### config.mk
export PLATFORM = sky130hd
export DESIGN_NAME = i2sfp_sample_fifo_port
export DESIGN_NICKNAME = d
export VERILOG_FILES = /design/src/i2sfp_sample_fifo_port.v
export VERILOG_INCLUDE_DIRS = /design/src /design/src/common
export SDC_FILE = /design/constraint.sdc
export NUM_CORES = 1
export LEC_CHECK = 0
export BUFFER_PORTS_ARGS = -buffer_cell sky130_fd_sc_hd__buf_2
export CORE_AREA = 2 2 314 316
export DETAILED_ROUTE_END_ITERATION = 8
export DIE_AREA = 0 0 316 318
export PLACE_DENSITY = 0.54
export SLEW_MARGIN = 20
export SYNTH_ARGS = -nofsm -noshare
export SYNTH_HDL_FRONTEND = slang
export SYNTH_SLANG_ARGS = --single-unit
### constraint.sdc
create_clock -name clk -period 5.9 [get_ports clk]
set_clock_uncertainty 0.05 [all_clocks]
set_input_delay 1.18 -clock clk [delete_from_list [all_inputs] [get_ports clk]]
set_output_delay 1.18 -clock clk [all_outputs]
set_load 0.005 [all_outputs]
### src/common/i2sfp_defines.vh
`ifndef I2SFP_DEFINES_VH
`define I2SFP_DEFINES_VH
`define I2SFP_OFF_DATA    4'h0
`define I2SFP_OFF_CFG     4'h4
`define I2SFP_OFF_ENA     4'h8
`define I2SFP_FIFO_DEPTH  4'hc
`define I2SFP_BURST       4'h4
`define I2SFP_BIT_TXU     25
`define I2SFP_BIT_TXO     24
`define I2SFP_BIT_RXU     23
`define I2SFP_BIT_RXO     22
`define I2SFP_BIT_TXBURST 21
`define I2SFP_BIT_TXEMPTY 20
`define I2SFP_BIT_TXFULL  19
`define I2SFP_BIT_RXBURST 18
`define I2SFP_BIT_RXEMPTY 17
`define I2SFP_BIT_RXFULL  16
`define I2SFP_BIT_FIRST   9
`define I2SFP_BIT_TXEN    6
`define I2SFP_BIT_RXEN    5
`define I2SFP_FMT_I2S     2'h0
`define I2SFP_FMT_LEFT    2'h1
`define I2SFP_FMT_RIGHT   2'h2
`define I2SFP_RST_WIDTH   5'h12
`define I2SFP_RST_TXEN    1'h0
`define I2SFP_RST_RXEN    1'h1
`define I2SFP_RST_ENA     1'h0
`endif

### src/i2sfp_sample_fifo_port.v
// Functional notes
// [RL1] Decode data, config/status, enable words
// [RL2] Data write pushes tx, read pops rx
// [RL3] Both FIFOs hold twelve samples
// [RL4] Software moves samples in channel pairs
// [RL5] Sample in bits 23:0, upper zero
// [RL6] Software writes zero to reserved bits
// [RL7] Software aligns samples of other widths
// [RL8] Sticky tx underflow bit 25, read clears
// [RL9] Sticky tx overflow bit 24, read clears
// [RL10] Sticky rx underflow bit 23, read clears
// [RL11] Sticky rx overflow bit 22, read clears
// [RL12] Sticky flags also take written values
// [RL13] Bit 21: tx room for four
// [RL14] Bits 20/19: tx empty, tx full
// [RL15] Bit 18: rx holds four or more
// [RL16] Bits 17/16: rx empty, rx full
// [RL17] Software checks status before data access
// [RL18] Enable register turns port on/off
// [RL19] Format field selects I2S/left/right framing
// [RL20] Bit 9 picks first channel
// [RL21] Width field bits 4:0, reset 10010
// [RL22] Tx enable resets 0, rx resets 1
// [RL23] Full write dropped, empty read flagged
`timescale 1ns/1ps
`include "i2sfp_defines.vh"
module i2sfp_sample_fifo_port (
  input  wire        clk,
  input  wire        rst,
  input  wire [3:0]  busAddr,
  input  wire [31:0] busWdata,
  input  wire        busWrite,
  input  wire        busRead,
  output reg  [31:0] busRdata,
  input  wire        serialBitClock,
  input  wire        wordSelectClock,
  input  wire        serialDataIn,
  output reg         serialDataOut,
  output wire        portEnable
);
  localparam ST_WAIT  = 3'b001;
  localparam ST_SHIFT = 3'b010;
  localparam ST_IDLE  = 3'b100;

  reg  [23:0] txMem [0:11];
  reg  [23:0] rxMem [0:11];
  reg  [3:0]  txWr_q, txRd_q, txCnt_q, rxWr_q, rxRd_q, rxCnt_q;
  reg         txU_q, txO_q, rxU_q, rxO_q;
  reg  [1:0]  fmt_q;
  reg         first_q, txEn_q, rxEn_q, portEn_q;
  reg  [4:0]  width_q;
  reg  [6:0]  cfgMisc_q;
  reg  [2:0]  bclkSync_q, wsSync_q;
  reg  [1:0]  dinSync_q;
  reg  [2:0]  state_q;
  reg  [23:0] txShift_q, rxShift_q;
  reg  [4:0]  bitCnt_q;
  reg         delay_q, rxDone_q;

  wire hitData = (busAddr == `I2SFP_OFF_DATA);
  wire hitCfg  = (busAddr == `I2SFP_OFF_CFG);
  wire hitEna  = (busAddr == `I2SFP_OFF_ENA);
  wire txFull  = (txCnt_q == `I2SFP_FIFO_DEPTH);
  wire txEmpty = (txCnt_q == 4'h0);
  wire rxFull  = (rxCnt_q == `I2SFP_FIFO_DEPTH);
  wire rxEmpty = (rxCnt_q == 4'h0);
  wire txBurst = ((`I2SFP_FIFO_DEPTH - txCnt_q) >= `I2SFP_BURST); // [RL13]
  wire rxBurst = (rxCnt_q >= `I2SFP_BURST); // [RL15]
  wire busPush = busWrite && hitData && !txFull; // [RL23]
  wire busPop  = busRead && hitData && !rxEmpty;

  // Link edges from synchronised samples; only stages 1 and 2 feed logic
  wire bclkRise = bclkSync_q[1] && !bclkSync_q[2];
  wire bclkFall = !bclkSync_q[1] && bclkSync_q[2];
  wire wsNow    = wsSync_q[1];
  wire wsEdge   = wsSync_q[1] != wsSync_q[2];
  wire dinNow   = dinSync_q[1];
  wire leftLevel = (fmt_q == `I2SFP_FMT_I2S) ? 1'b0 : 1'b1; // [RL19]
  wire firstLevel = first_q ? !leftLevel : leftLevel; // [RL20]
  wire lsbFirst = (fmt_q == `I2SFP_FMT_RIGHT);
  wire [4:0] lastBit = width_q - 5'h1;
  wire active = portEn_q; // [RL18]

  wire i2sFmt = (fmt_q == `I2SFP_FMT_I2S);
  wire wsStart = wsEdge && (wsNow == firstLevel);
  wire txLateStart = delay_q && (bitCnt_q == 5'h0);
  // First bit leaves on the word-clock edge itself, or one bit clock later in I2S framing
  wire txLoad = bclkFall && (((state_q == ST_WAIT) && wsStart && !i2sFmt) ||
                ((state_q == ST_SHIFT) && (wsEdge ? !i2sFmt : txLateStart)));
  wire txPop  = active && txEn_q && txLoad;
  wire [23:0] txWord = txEmpty ? 24'h0 : txMem[txRd_q];
  // Last received bit lands in the shifter on this edge, so the store waits one cycle
  wire rxLast = active && rxEn_q && (state_q == ST_SHIFT) && bclkRise && !delay_q
                && !wsEdge && (bitCnt_q == lastBit);
  wire rxPush = rxDone_q;
  wire txUnder = txPop && txEmpty;
  wire rxOver  = rxPush && rxFull;

  wire [31:0] cfgRead = {6'h0, txU_q, txO_q, rxU_q, rxO_q, txBurst, txEmpty, txFull,
                         rxBurst, rxEmpty, rxFull, 4'h0, cfgMisc_q[1:0], first_q, fmt_q,
                         txEn_q, rxEn_q, width_q}; // [RL14] [RL16]
  wire [3:0] txWrNext = (txWr_q == `I2SFP_FIFO_DEPTH - 4'h1) ? 4'h0 : txWr_q + 4'h1;
  wire [3:0] txRdNext = (txRd_q == `I2SFP_FIFO_DEPTH - 4'h1) ? 4'h0 : txRd_q + 4'h1;
  wire [3:0] rxWrNext = (rxWr_q == `I2SFP_FIFO_DEPTH - 4'h1) ? 4'h0 : rxWr_q + 4'h1;
  wire [3:0] rxRdNext = (rxRd_q == `I2SFP_FIFO_DEPTH - 4'h1) ? 4'h0 : rxRd_q + 4'h1;
  wire txPopOk  = txPop && !txEmpty;
  wire rxPushOk = rxPush && !rxFull;

  assign portEnable = portEn_q;

  always @(posedge clk) begin
    if (rst) begin
      bclkSync_q <= 3'h0;
      wsSync_q   <= 3'h0;
      dinSync_q  <= 2'h0;
    end else begin
      bclkSync_q <= {bclkSync_q[1:0], serialBitClock};
      wsSync_q   <= {wsSync_q[1:0], wordSelectClock};
      dinSync_q  <= {dinSync_q[0], serialDataIn};
    end
  end

  // Read data stands only in the cycle after the strobe
  always @(posedge clk) begin
    if (rst) begin
      busRdata <= 32'h0;
    end else if (busRead) begin
      if (hitData) begin
        busRdata <= {8'h0, rxMem[rxRd_q]}; // [RL2] [RL5]
      end else if (hitCfg) begin
        busRdata <= cfgRead;
      end else if (hitEna) begin
        busRdata <= {31'h0, portEn_q};
      end else begin
        busRdata <= 32'h0;
      end
    end else begin
      busRdata <= 32'h0;
    end
  end

  always @(posedge clk) begin
    if (rst) begin
      fmt_q     <= `I2SFP_FMT_I2S;
      first_q   <= 1'b0;
      txEn_q    <= `I2SFP_RST_TXEN; // [RL22]
      rxEn_q    <= `I2SFP_RST_RXEN;
      width_q   <= `I2SFP_RST_WIDTH; // [RL21]
      cfgMisc_q <= 7'h0;
      portEn_q  <= `I2SFP_RST_ENA;
    end else if (busWrite && hitCfg) begin // [RL1]
      fmt_q     <= busWdata[8:7];
      first_q   <= busWdata[`I2SFP_BIT_FIRST];
      txEn_q    <= busWdata[`I2SFP_BIT_TXEN];
      rxEn_q    <= busWdata[`I2SFP_BIT_RXEN];
      width_q   <= busWdata[4:0];
      cfgMisc_q <= {5'h0, busWdata[11:10]};
    end else if (busWrite && hitEna) begin
      portEn_q  <= busWdata[0]; // [RL18]
    end
  end

  // Sticky flags: hardware set wins over read-clear and over a write of zero
  always @(posedge clk) begin
    if (rst) begin
      txU_q <= 1'b0;
      txO_q <= 1'b0;
      rxU_q <= 1'b0;
      rxO_q <= 1'b0;
    end else begin
      if (busWrite && hitCfg) begin // [RL12]
        txU_q <= busWdata[`I2SFP_BIT_TXU];
        txO_q <= busWdata[`I2SFP_BIT_TXO];
        rxU_q <= busWdata[`I2SFP_BIT_RXU];
        rxO_q <= busWdata[`I2SFP_BIT_RXO];
      end else if (busRead && hitCfg) begin
        txU_q <= 1'b0;
        txO_q <= 1'b0;
        rxU_q <= 1'b0;
        rxO_q <= 1'b0;
      end
      if (txUnder) txU_q <= 1'b1; // [RL8]
      if (busWrite && hitData && txFull) txO_q <= 1'b1; // [RL9] [RL23]
      if (busRead && hitData && rxEmpty) rxU_q <= 1'b1; // [RL10] [RL23]
      if (rxOver) rxO_q <= 1'b1; // [RL11]
    end
  end

  // FIFO storage, twelve entries each, circular pointers
  always @(posedge clk) begin
    if (busPush) txMem[txWr_q] <= busWdata[23:0]; // [RL3] [RL5]
    if (rxPushOk) rxMem[rxWr_q] <= rxShift_q;
  end

  always @(posedge clk) begin
    if (rst || !txEn_q) begin
      txWr_q  <= 4'h0;
      txRd_q  <= 4'h0;
      txCnt_q <= 4'h0;
    end else begin
      if (busPush) txWr_q <= txWrNext; // [RL2]
      if (txPopOk) txRd_q <= txRdNext;
      if (busPush && !txPopOk) txCnt_q <= txCnt_q + 4'h1;
      else if (!busPush && txPopOk) txCnt_q <= txCnt_q - 4'h1;
    end
  end

  always @(posedge clk) begin
    if (rst || !rxEn_q) begin
      rxWr_q  <= 4'h0;
      rxRd_q  <= 4'h0;
      rxCnt_q <= 4'h0;
    end else begin
      if (rxPushOk) rxWr_q <= rxWrNext;
      if (busPop) rxRd_q <= rxRdNext; // [RL2]
      if (rxPushOk && !busPop) rxCnt_q <= rxCnt_q + 4'h1;
      else if (!rxPushOk && busPop) rxCnt_q <= rxCnt_q - 4'h1;
    end
  end

  // Serializer: device is bit-clock slave, drives on falling, samples on rising edge
  always @(posedge clk) begin
    if (rst || !active) begin
      state_q   <= ST_IDLE;
      rxShift_q <= 24'h0;
      bitCnt_q  <= 5'h0;
      delay_q   <= 1'b0;
      rxDone_q  <= 1'b0;
    end else begin
      rxDone_q <= rxLast;
      case (state_q)
        ST_IDLE: begin
          state_q <= ST_WAIT;
        end
        ST_WAIT: begin
          // Hold off until word clock changes to the first channel's level
          if (wsStart) begin // [RL20]
            state_q  <= ST_SHIFT;
            bitCnt_q <= 5'h0;
            delay_q  <= i2sFmt; // [RL19]
          end
        end
        ST_SHIFT: begin
          if (wsEdge) begin
            bitCnt_q <= 5'h0;
            delay_q  <= i2sFmt;
          end else if (bclkFall) begin
            delay_q <= 1'b0;
          end else if (bclkRise && !delay_q && (bitCnt_q <= lastBit)) begin
            if (lsbFirst) rxShift_q[bitCnt_q] <= dinNow;
            else rxShift_q[lastBit - bitCnt_q] <= dinNow;
            bitCnt_q <= bitCnt_q + 5'h1;
          end
        end
        default: begin
          state_q <= ST_IDLE;
        end
      endcase
    end
  end

  // Transmit shifter; bit slots past the sample width go out as zero
  always @(posedge clk) begin
    if (rst || !active) begin
      txShift_q     <= 24'h0;
      serialDataOut <= 1'b0;
    end else if (txLoad) begin // [RL19]
      txShift_q     <= txWord;
      serialDataOut <= lsbFirst ? txWord[0] : txWord[lastBit];
    end else if (bclkFall && (state_q == ST_SHIFT) && !wsEdge) begin
      if ((bitCnt_q != 5'h0) && (bitCnt_q <= lastBit)) begin
        serialDataOut <= lsbFirst ? txShift_q[bitCnt_q] : txShift_q[lastBit - bitCnt_q];
      end else begin
        serialDataOut <= 1'b0;
      end
    end
  end
endmodule // i2sfp_sample_fifo_port

==> results.txt, run 1 <==
The run finished with clean final reports. The top cell type's share of synthesized area came out at 0.5969. Of the cells placed in the final design, the portion with a size suffix greater than 1 is 0.1956. The total vias in the final route came out at 16280.

The number of cells upsized or downsized after cts came out at 0. Setup repair after global routing left no endpoint under its margin. On the worst path, the slowest cell contributes a delay of 0.81 ns. The number of fill cells came out at 9247. The average routed wire per standard cell is 22.07 um. The initial DRC count is 1461. Among cell families on the critical path, the largest total delay comes from compound AO/OA/AOI/OAI gates. The maximum clock insertion buffer count came out at 3. The number of placed I/O pins is 77. For this run, the total global-route usage over all layers was measured as 0.1421. The number of cells produced by synthesis came out at 1812.

The achievable clock frequency came out at 0.2303 GHz. The slew at the pin with the worst max-slew slack is 1.056 ns. The maximum resistive drop on vdd came out at 0.0002109 V. The initial core utilization came out at 0.2975.

The first global-routing pass estimated 107.1 mm of wire. The count of buffers from port buffering is 64. The largest driver fanout on the critical path came out at 13.

In the final timing run, aggregate negative setup slack is 0 ns. Summed over all layers, the routed wires come to 71.54 mm. The mean cell area of the mapped netlist is 15.99 um^2.

The via count of the first global-routing pass came out at 16350. The final cycle utilization of the critical path is 0.7360. The clock-pin slew on the worst setup and hold paths came out at 0.07 ns.

The cts-stage hold buffer count came out at 0. The post-synthesis to final-layout area growth came out at 14.44%. The placeable core region came out at 0.09741 mm^2. The number of flops mapped to enable cells by yosys is 576. The tree is rooted in a sky130_fd_sc_hd__clkbuf_16. Traced cell by cell, the critical path runs through clkinv_1, ha_1, xnor2_1, inv_2, ha_1, nor2b_1, o21ai_0, a21oi_1, nor2_1, a32oi_1, nor2_1, nand2_1, a21oi_1.

Of all flip-flops after synthesis, the portion carrying an async set or reset was 0. By area the synthesized netlist is led by sky130_fd_sc_hd__edfxtp_1 (60%), sky130_fd_sc_hd__mux4_2 (9.9%), sky130_fd_sc_hd__dfxtp_1 (9.8%), sky130_fd_sc_hd__mux2i_1 (3.4%), sky130_fd_sc_hd__a21oi_1 (2.0%). The first-pass detailed-route iteration total came out at 5. Including well taps, the total number of placed cells is 3107. The worst setup path is launched from a flop. The most frequently used flop master after synthesis is sky130_fd_sc_hd__edfxtp_1. The post-route non-filler standard cell count is 3242.

The estimated wirelength of the detail-placed design came out at 45.10 mm. The width of the die is 316 um. STA classifies the critical path endpoint as a flop.

The max capacitance violation total came out at 0. The power density over the cells is 304.7 mW/mm^2. Using the TritonRoute via totals, the vias-per-cell ratio works out to 5.021.

The TritonCTS clock tree is yes. The synthesis warning total is 0. The critical path in this run is classified as flop to flop. The worst reg-to-reg setup slack came out at 1.56 ns.

The total grt overflow is 0. The remaining antenna violation count came out at 0. The number of distinct standard cells referenced by the synthesized netlist came out at 72. The synthesized design spends more area on one cell type than any other, namely sky130_fd_sc_hd__edfxtp_1. The required arrival time at the worst endpoint is 6.30 ns. The TritonCTS buffer count came out at 72.

The total of endpoints with negative setup slack in the final report is 0. The source-to-sink clock delay at the later pin of the worst-skew pair is 0.63 ns. The clock period minus worst slack came out at 4.342 ns. The library cell used most frequently in the layout, excluding fill and tap cells, is sky130_fd_sc_hd__edfxtp_1.

In this run the post-CTS setup repair buffer count came out at 0. For this design the static power due to leakage is 10.26 nW. The number of nets in the final layout is 1966. The H-tree was split into 3 levels.

Measured against its own limit, the worst slew margin works out to 0.2960. Synthesis inferred 718 register bits. The share of the Yosys chip area taken by registers is 0.6950.

The class of the tightest hold or removal check is flop to flop. The top cell types in the final layout, fill and taps aside, are sky130_fd_sc_hd__edfxtp_1 (576), sky130_fd_sc_hd__nor2_1 (140), sky130_fd_sc_hd__dfxtp_1 (136). The synthesized netlist occupies a cell area of 0.02898 mm^2. The final hold violation count came out at 0. The critical path contains buffers and inverters numbering 2 combined. The slowest stage of the critical path is the sky130_fd_sc_hd__a21oi_1 cell. The critical path arrival is 4.74 ns. Entering global routing, the biggest net connects 52 pins. The congestion estimate from routability-driven global placement came to 0.8277. The DRC violation count after routing is 0. The overall die height came out at 318 um. The initial antenna violation count is 11.

The die footprint came out at 0.1005 mm^2. The number of clock sinks came out at 718. The number of max-slew violations in the final report is 0.

The number of placement rows is 115.
-- synthesized netlist by cell type (all sizes together), types with 24 or more instances --
master / instances
o21ai: 43
nor3: 30
a21oi: 116
mux2i: 98
mux4: 132
dfxtp: 142
nand2: 96
nand3: 24
ha: 26
edfxtp: 576
clkbuf: 57
nor2: 148
buf: 45
-- worst paths after layout --
| check | endpoint | start | cells past startpoint |
|---|---|---|---|
| min | bclkSync_q[1]$_SDFF_PP0_ | bclkSync_q[0]$_SDFF_PP0_ | 1 |
| max reg2reg | rxShift_q[14]$_SDFFE_PP0P_ | width_q[0]$_SDFFE_PP0P_ | 13 |
| min reg2reg | bclkSync_q[1]$_SDFF_PP0_ | bclkSync_q[0]$_SDFF_PP0_ | 1 |
| max | rxShift_q[14]$_SDFFE_PP0P_ | width_q[0]$_SDFFE_PP0P_ | 13 |
-- metrics by stage --
| stage | hold WS [ns] | utilization | area, um^2 | total power, W | setup WS (ns) |
|---|---|---|---|---|---|
| after global placement | 0.3868 | 0.3162 | 30800 | 0.005657 | 1.539 |
| after detailed placement | 0.3858 | 0.3162 | 30800 | 0.005664 | 1.497 |
| after global routing | 0.3959 | 0.3404 | 33160 | 0.01042 | 1.362 |
| after CTS | 0.3866 | 0.3403 | 33150 | 0.01021 | 1.700 |
| final | 0.3780 | 0.3405 | 33160 | 0.01010 | 1.558 |
| after floorplan | 0.3638 | - | 29000 | 0.005599 | 1.422 |
-- metal layers --
| metal | vias to the layer above | global-route usage | wire length [um] |
|---|---|---|---|
| met3 | 105 | 0.03065 | 4045 |
| li1 | 7249 | - | - |
| met4 | 8 | 0.03286 | 1222 |
| met5 | - | 0 | 48 |
| met2 | 470 | 0.2350 | 34990 |
| met1 | 8446 | 0.1903 | 31230 |
-- cells by family after synthesis --
family	synth area share
flip-flops	0.6950
AND/OR/NAND/NOR	0.06904
XOR/XNOR	0.006045
AO/OA/AOI/OAI	0.05436
adder cells (fa/ha/maj)	0.01330
buffers and inverters	0.02081
other	0.0001294
multiplexers	0.1414
-- layout make-up --
| class | instances | area (um^2) | share of cell area |
|---|---|---|---|
| inverters | 25 | 93.84 | 0.002830 |
| multi-input cells | 972 | 8324 | 0.2510 |
| clock buffers | 97 | 2074 | 0.06255 |
| repair buffers | 105 | 628.1 | 0.01894 |
| clock inverters | 36 | 271.5 | 0.008187 |
| well taps | 1287 | 1610 | 0.04855 |
| flip-flops and latches | 718 | 20160 | 0.6078 |
| diodes | 2 | 5.005 | 0.0001509 |
-- flip-flops by register name, indices dropped and copies added, names as in the netlist, 3 cells and up, named ones only --
| signal | count |
|---|---|
| bclkSync_q | 3 |
| bitCnt_q | 5 |
| busRdata | 26 |
| rxCnt_q | 4 |
| rxMem | 288 |
| rxRd_q | 4 |
| rxShift_q | 24 |
| rxWr_q | 4 |
| state_q | 3 |
| txCnt_q | 4 |
| txMem | 288 |
| txRd_q | 4 |
| txShift_q | 24 |
| txWr_q | 4 |
| width_q | 5 |
| wsSync_q | 3 |
-- power by group --
part | total, W | internal [W] | leakage [nW] | switching, W
registers | 0.00544 | 0.00543 | 6.36 | 0.00000652
logic | 0.000119 | 0.0000308 | 2.74 | 0.0000886
clock network | 0.00455 | 0.00262 | 1.15 | 0.00193
(Power assumes the default switching activity.)
==> run 2: changes to the inputs <==
==> constraint.sdc (replaced) <==
create_clock -name clk -period 4.1 [get_ports clk]
set_clock_uncertainty 0.05 [all_clocks]
set_input_delay 0.82 -clock clk [delete_from_list [all_inputs] [get_ports clk]]
set_output_delay 0.82 -clock clk [all_outputs]
set_load 0.005 [all_outputs]
==> run 2 against run 1 <==
Compared with the run above: register-to-register slack worse by 1.2 ns; non-clock buffer count is 21 higher; clock power is 41% higher; worst hold slack better by 0.0020 ns; die area stayed put; cell count is 0.68% higher; critical path depth is 2 higher; fmax is 16% higher; utilization is 0.13 points higher; routed wire length is 2.3% lower; combinational power is 39% higher; first-iteration DRC count is 4.3% lower; critical path type unchanged; highest routed layer unchanged.
==> results.txt, run 2 (synthesized netlist as in run 1, its figures left out) <==
The flow ran to the end, and the final reports show no timing, DRC or antenna violations. The post-synthesis to final-layout area growth came out at 14.88%. The final worst-path setup slack came out at 0.3480 ns.

The cell that appears most often on the critical path is sky130_fd_sc_hd__a21oi_1. In this run the power density over the cells is 432.8 mW/mm^2. The maximum clock insertion buffer count is 3. The number of gates on the worst path with buffers counted is 15. Detailed placement finished with a half-perimeter wire length of 44.36 mm. Of all nets on the critical path, the largest fanout is 8. The kind of cell with the highest combined delay along the critical path is compound AO/OA/AOI/OAI gates. STA classifies the critical path startpoint as a flop. The critical path arrival is 4.24 ns. The total vias in the final route is 16150. At the placement stage, the worst setup path has a slack of 0.3237 ns.

The cell with the largest stage delay on the worst path is sky130_fd_sc_hd__nor3_2. The clock-pin slew on the worst setup and hold paths came out at 0.06 ns. The worst reg-to-reg setup slack came out at 0.35 ns. The number of cells upsized or downsized after cts came out at 0. The die footprint came out at 0.1005 mm^2. The via count of the first global-routing pass is 16440. The cell at the root of the clock tree is sky130_fd_sc_hd__clkbuf_16.

The number of clock sinks came out at 718. The initial core utilization is 0.2975. The standby leakage power is 10.33 nW.

TritonCTS built the clock tree. In the final layout, the share of cells above drive strength 1 is 0.2029. The number of nets in the final layout came out at 1989. The width of the die is 316 um. In this run the worst hold path is classified as input port to flop. Clock latency on the worst-skew pair, taken at its later pin, is 0.61 ns. The detail route stage leaves a number of antenna-violating nets equal to 0. The total routed wirelength is 69.90 mm. The count of cells along the worst register-to-register path is 15. The total negative slack for setup checks is 0 ns. The floorplan step defined a core boundary enclosing 0.09741 mm^2. After clock tree synthesis, the flow added hold-fix buffers numbering 0. The number of max-slew violations in the final report is 0. The global-route wire length before repair is 104.6 mm.

The cell area after placement came out at 0.03099 mm^2. Port buffering added 64 buffers. The initial DRC count came out at 1398. Setup violations remaining at the end of the flow were counted as 0.

The leading cell type in the layout, fill and taps excluded is sky130_fd_sc_hd__edfxtp_1. The clock period minus worst slack is 3.752 ns. The critical path is of the flop to flop type. The via count normalized by instance count came out at 4.947. The final hold violation count was 0. After detailed routing, the number of remaining DRC violations is 0. The worst hold path terminates at bclkSync_q[0]$_SDFF_PP0_.

The signal on the critical path passes through or3_1, a21oi_1, o21ai_1, a21oi_2, a32oi_2, nor3_2, inv_1, ha_1, inv_1, ha_1, a21o_1, a21oi_1, xnor2_1, or3_1, a21oi_1. The worst slew margin relative to its limit came out at 0.3074. In the layout the commonest cells are sky130_fd_sc_hd__edfxtp_1 (576), sky130_fd_sc_hd__nor2_1 (140), sky130_fd_sc_hd__dfxtp_1 (136).

The number of placed I/O pins is 77. In this run the critical register-to-register path is captured at txCnt_q[3]$_SDFFE_PP0P_. The kind of end point of the critical path is a flop. The launch point of the worst reg-to-reg path is fmt_q[1]$_SDFFE_PP0P_.

The max capacitance violation total came out at 0. The number of placement rows is 115. The achievable clock frequency came out at 0.2665 GHz. Dividing the final minimum period by the clock period gives 0.9151. The floorplan step set the die height to 318 um. The number of instances on the worst hold path is 2.

The largest stage delay on the critical path came out at 0.45 ns. The finished cells cover 0.03329 mm^2. The largest net degree at the start of global routing came out at 52. The largest registers in the layout are rxMem: 288 flops, txMem: 288 flops, busRdata: 26 flops. The start point of the worst min-delay path is serialBitClock. Across every metal layer, demand over resource in global routing totals 0.1379.

The level count of the clock H-tree came out at 3. The total setup buffers inserted after CTS came out at 0. Setup repair after global routing left no endpoint under its margin. The maximum resistive drop on vdd came out at 0.0002843 V.

The weighted congestion at the end of routability-driven global placement is 0.8528. The slew at the pin with the worst max-slew slack is 1.039 ns. The required arrival time at the worst endpoint is 4.58 ns.

Together, buffers and inverters on the worst path number 2. The final core area utilization came out at 0.3418. The average routed wire per standard cell is 21.42 um. The total grt overflow is 0. The initial antenna violation count came out at 8. The first-pass detailed-route iteration total came out at 6. Buffers inserted during clock tree synthesis total 74.
-- run 2: power by group --
part,leakage [nW],switching (W),internal (W)
clock network,1.13,0.00274,0.00368
logic,2.84,0.000119,0.0000470
registers,6.37,0.00000908,0.00781
total,10.3,0.00286,0.0115
-- run 2: worst max path at each step --
stage / endpoint / from
floorplan: txCnt_q[3]$_SDFFE_PP0P_ / bitCnt_q[1]$_SDFFE_PP0P_
global placement: txCnt_q[3]$_SDFFE_PP0P_ / bitCnt_q[1]$_SDFFE_PP0P_
detailed placement: txCnt_q[3]$_SDFFE_PP0P_ / bitCnt_q[1]$_SDFFE_PP0P_
CTS: txCnt_q[3]$_SDFFE_PP0P_ / bitCnt_q[1]$_SDFFE_PP0P_
global route: rxShift_q[11]$_SDFFE_PP0P_ / width_q[0]$_SDFFE_PP0P_
finish: txCnt_q[3]$_SDFFE_PP0P_ / fmt_q[1]$_SDFFE_PP0P_
-- run 2: worst register-to-register path, stage by stage, from the launching register on --
cell,delay (ns)
sky130_fd_sc_hd__dfxtp_1,0.38
sky130_fd_sc_hd__or3_1,0.39
sky130_fd_sc_hd__a21oi_1,0.20
sky130_fd_sc_hd__o21ai_1,0.13
sky130_fd_sc_hd__a21oi_2,0.26
sky130_fd_sc_hd__a32oi_2,0.13
sky130_fd_sc_hd__nor3_2,0.45
sky130_fd_sc_hd__inv_1,0.19
sky130_fd_sc_hd__ha_1,0.25
sky130_fd_sc_hd__inv_1,0.12
sky130_fd_sc_hd__ha_1,0.25
sky130_fd_sc_hd__a21o_1,0.19
sky130_fd_sc_hd__a21oi_1,0.17
sky130_fd_sc_hd__xnor2_1,0.09
sky130_fd_sc_hd__or3_1,0.30
sky130_fd_sc_hd__a21oi_1,0.14
-- run 2: area by class of cell --
cell class	count	area, um^2
clock buffers	96	1986
fillers	9265	64120
well taps	1287	1610
clock inverters	39	311.5
inverters	25	93.84
diodes	1	2.502
flip-flops and latches	718	20160
multi-input cells	972	8320
repair buffers	126	810.8
-- run 2: per-stage QoR --
stage	hold slack [ns]	total power, W	cells
6_report	0.3801	0.01441	3264
3_3_place_gp	0.3938	0.008137	3128
4_1_cts	0.3389	0.01456	3263
2_1_floorplan	0.3638	0.008056	1817
3_5_place_dp	0.3871	0.008145	3128
5_1_grt	0.3777	0.01486	3264
-- run 2: routing by layer --
| metal | share of wire | vias to the layer above | GRT usage |
|---|---|---|---|
| met2 | 0.50 | 383 | 0.2359 |
| met5 | 0.0011 | - | 0 |
| met1 | 0.43 | 8337 | 0.1800 |
| li1 | - | 7296 | - |
| met4 | 0.022 | 12 | 0.03570 |
| met3 | 0.043 | 120 | 0.02393 |
==> run 3: changes to the inputs <==
--- a/config.mk
+++ b/config.mk
@@ -11,6 +11,7 @@
 export DETAILED_ROUTE_END_ITERATION = 8
 export DIE_AREA = 0 0 316 318
 export PLACE_DENSITY = 0.54
+export RECOVER_POWER = 50
 export SLEW_MARGIN = 20
 export SYNTH_ARGS = -nofsm -noshare
 export SYNTH_HDL_FRONTEND = slang
==> run 3 against run 2 <==
Compared with the run above: sequential power hardly changed; fmax is 0.13% higher; critical path depth is 1 lower; clock power hardly changed; largest cell class unchanged; largest power group unchanged; highest routed layer unchanged.
==> results.txt, run 3 (synthesized netlist as in run 1, its figures left out) <==
Static timing analysis puts the maximum clock frequency at 0.2669 GHz. The layer flagged by global routing as most heavily used is met2. The power after layout came out at 0.01441 W. The buffer and inverter count on the worst path came out at 3. The total routed wirelength is 69.99 mm.

The post-placement setup slack came out at 0.3237 ns. Headroom to the max-slew limit came out at 0.07793. The critical path class is flop to flop.

The number of clock sinks is 718. The standby leakage power came out at 10.19 nW. Among cell families on the critical path, the largest total delay comes from simple AND/OR/NAND/NOR gates. For this run, global-route usage on met1 was measured as 0.1800.

For this run, global-route usage on met3 was measured as 0.02393. The placeable core region came out at 0.09741 mm^2. The source-to-sink clock delay at the later pin of the worst-skew pair is 0.61 ns. The number of nets in the final layout came out at 1989. The post-synthesis to final-layout area growth came out at 14.65%. The largest driver fanout on the critical path came out at 6.

The maximum clock insertion buffer count is 3. The fraction of layout instances using a drive strength above 1 came out at 0.1802. The largest net degree at the start of global routing came out at 52. Walking the worst path, the cells encountered are inv_1, ha_1, nor4b_1, a32oi_2, nor3_2, inv_1, ha_1, inv_1, ha_1, a21o_1, a21oi_1, xnor2_1, or3_1, a21oi_1. The cts-stage hold buffer count came out at 0. The slew at the pin with the worst max-slew slack is 1.383 ns. The via count of the first global-routing pass is 16440. The DRC violation count after routing is 0. Once detail routing completed, the nets flagged for antenna violations numbered 0.

The number of placed I/O pins came out at 77. Counting I/O delays and the setup requirement, the final critical path takes 3.747 ns. The met2 usage is 0.2359. The top cell types in the final layout, fill and taps aside, are sky130_fd_sc_hd__edfxtp_1 (576), sky130_fd_sc_hd__nor2_1 (142), sky130_fd_sc_hd__dfxtp_1 (136).

The largest registers in the layout are rxMem: 288 flops, txMem: 288 flops, busRdata: 26 flops. Among all stages on the critical path, the largest delay is contributed by sky130_fd_sc_hd__nor4b_1. The average routed wire per standard cell came out at 21.44 um. The total negative slack for setup checks is 0 ns. The initial DRC count is 1428. The level count of the clock H-tree came out at 3. The leading cell type in the layout, fill and taps excluded is sky130_fd_sc_hd__edfxtp_1. The final hold violation count came out at 0. On the worst path, the slowest cell contributes a delay of 0.49 ns. The overall die height came out at 318 um. The worst setup path is launched from a flop. The final worst-path setup slack came out at 0.3527 ns. The flow ran to the end, and the final reports show no timing, DRC or antenna violations.

The number of placement rows is 115. The critical path arrival came out at 4.23 ns. The tool flagged a number of max-cap violations equal to 0. The number of max-slew violations in the final report is 0. The maximum resistive drop on vdd is 0.0002832 V. The final cycle utilization of the critical path is 0.9140.

The clock-pin slew on the worst setup and hold paths is 0.06 ns. The total overflow left after global routing is 0. The worst register-to-register path begins at bitCnt_q[1]$_SDFFE_PP0P_.

For this configuration, the core starts out at a cell density of 0.2975. The count of buffers from port buffering is 64. The startpoint identified for the worst hold timing path is serialBitClock. The floorplan step set the die width to 316 um. The global-route wire length before repair came out at 104.6 mm.

The cell at the root of the clock tree is sky130_fd_sc_hd__clkbuf_16. Detailed routing inserted a total of 16180 vias. Data on the critical path is required at its endpoint by 4.58 ns.

The TritonCTS buffer count is 74. The weighted congestion at the end of routability-driven global placement is 0.8528. The number of cells upsized or downsized after cts is 0.

Setup repair after global routing left no endpoint under its margin. The post-route cell area is 0.03322 mm^2. The min-delay analysis places its worst path in the category input port to flop. The cell area after placement came out at 0.03099 mm^2. The kind of end point of the critical path is a flop. The die footprint came out at 0.1005 mm^2. TritonCTS built the clock tree. In this run the worst setup path begins at bitCnt_q[1]$_SDFFE_PP0P_. The via count normalized by instance count came out at 4.955. The first-pass detailed-route iteration total came out at 5. The total of endpoints with negative setup slack in the final report is 0. The total global-route track usage came out at 0.1379. The estimated wirelength of the detail-placed design came out at 44.36 mm.

Fill cells in the final layout number 9291. After clock tree synthesis, the setup repair step added 0 buffers. The worst-case hold slack came out at 0.3819 ns. The initial antenna violation count came out at 6. The power density over the cells is 433.8 mW/mm^2.
[run 3: per-layer routing]
metal / vias up / part of all wire / routed length [um]
met5: - / 0.00066 / 46
met4: 8 / 0.023 / 1576
met3: 121 / 0.045 / 3164
met2: 405 / 0.50 / 35040
met1: 8352 / 0.43 / 30170
li1: 7291 / - / -
[run 3: per-stage QoR]
step,utilization,instances
2_1_floorplan,-,1817
3_3_place_gp,0.3182,3128
3_5_place_dp,0.3182,3128
4_1_cts,0.3417,3263
5_1_grt,0.3410,3264
6_report,0.3411,3265
[run 3: power by group]
| group | internal [W] | switching, W | total, W |
|---|---|---|---|
| clock network | 0.00368 | 0.00274 | 0.00643 |
| registers | 0.00782 | 0.00000915 | 0.00783 |
| logic | 0.0000422 | 0.000119 | 0.000162 |
| total | 0.0115 | 0.00287 | 0.0144 |
[run 3: layout make-up]
class	count	area (um^2)	area share
sequential	718	20150	0.6066
timing repair buffer	126	747.0	0.02248
inverter	25	93.84	0.002825
antenna	2	5.005	0.0001506
multi-input combinational	972	8315	0.2503
tap	1287	1610	0.04847
clock inverter	39	311.5	0.009377
clock buffer	96	1986	0.05977
[run 3: final timing paths]
check	to	slack, ns	cells past startpoint
worst max register to register	txCnt_q[3]$_SDFFE_PP0P_	0.35	14
worst max-delay path	txCnt_q[3]$_SDFFE_PP0P_	0.35	14
worst min register to register	dinSync_q[1]$_SDFF_PP0_	0.39	1
worst min-delay path	bclkSync_q[0]$_SDFF_PP0_	0.38	2
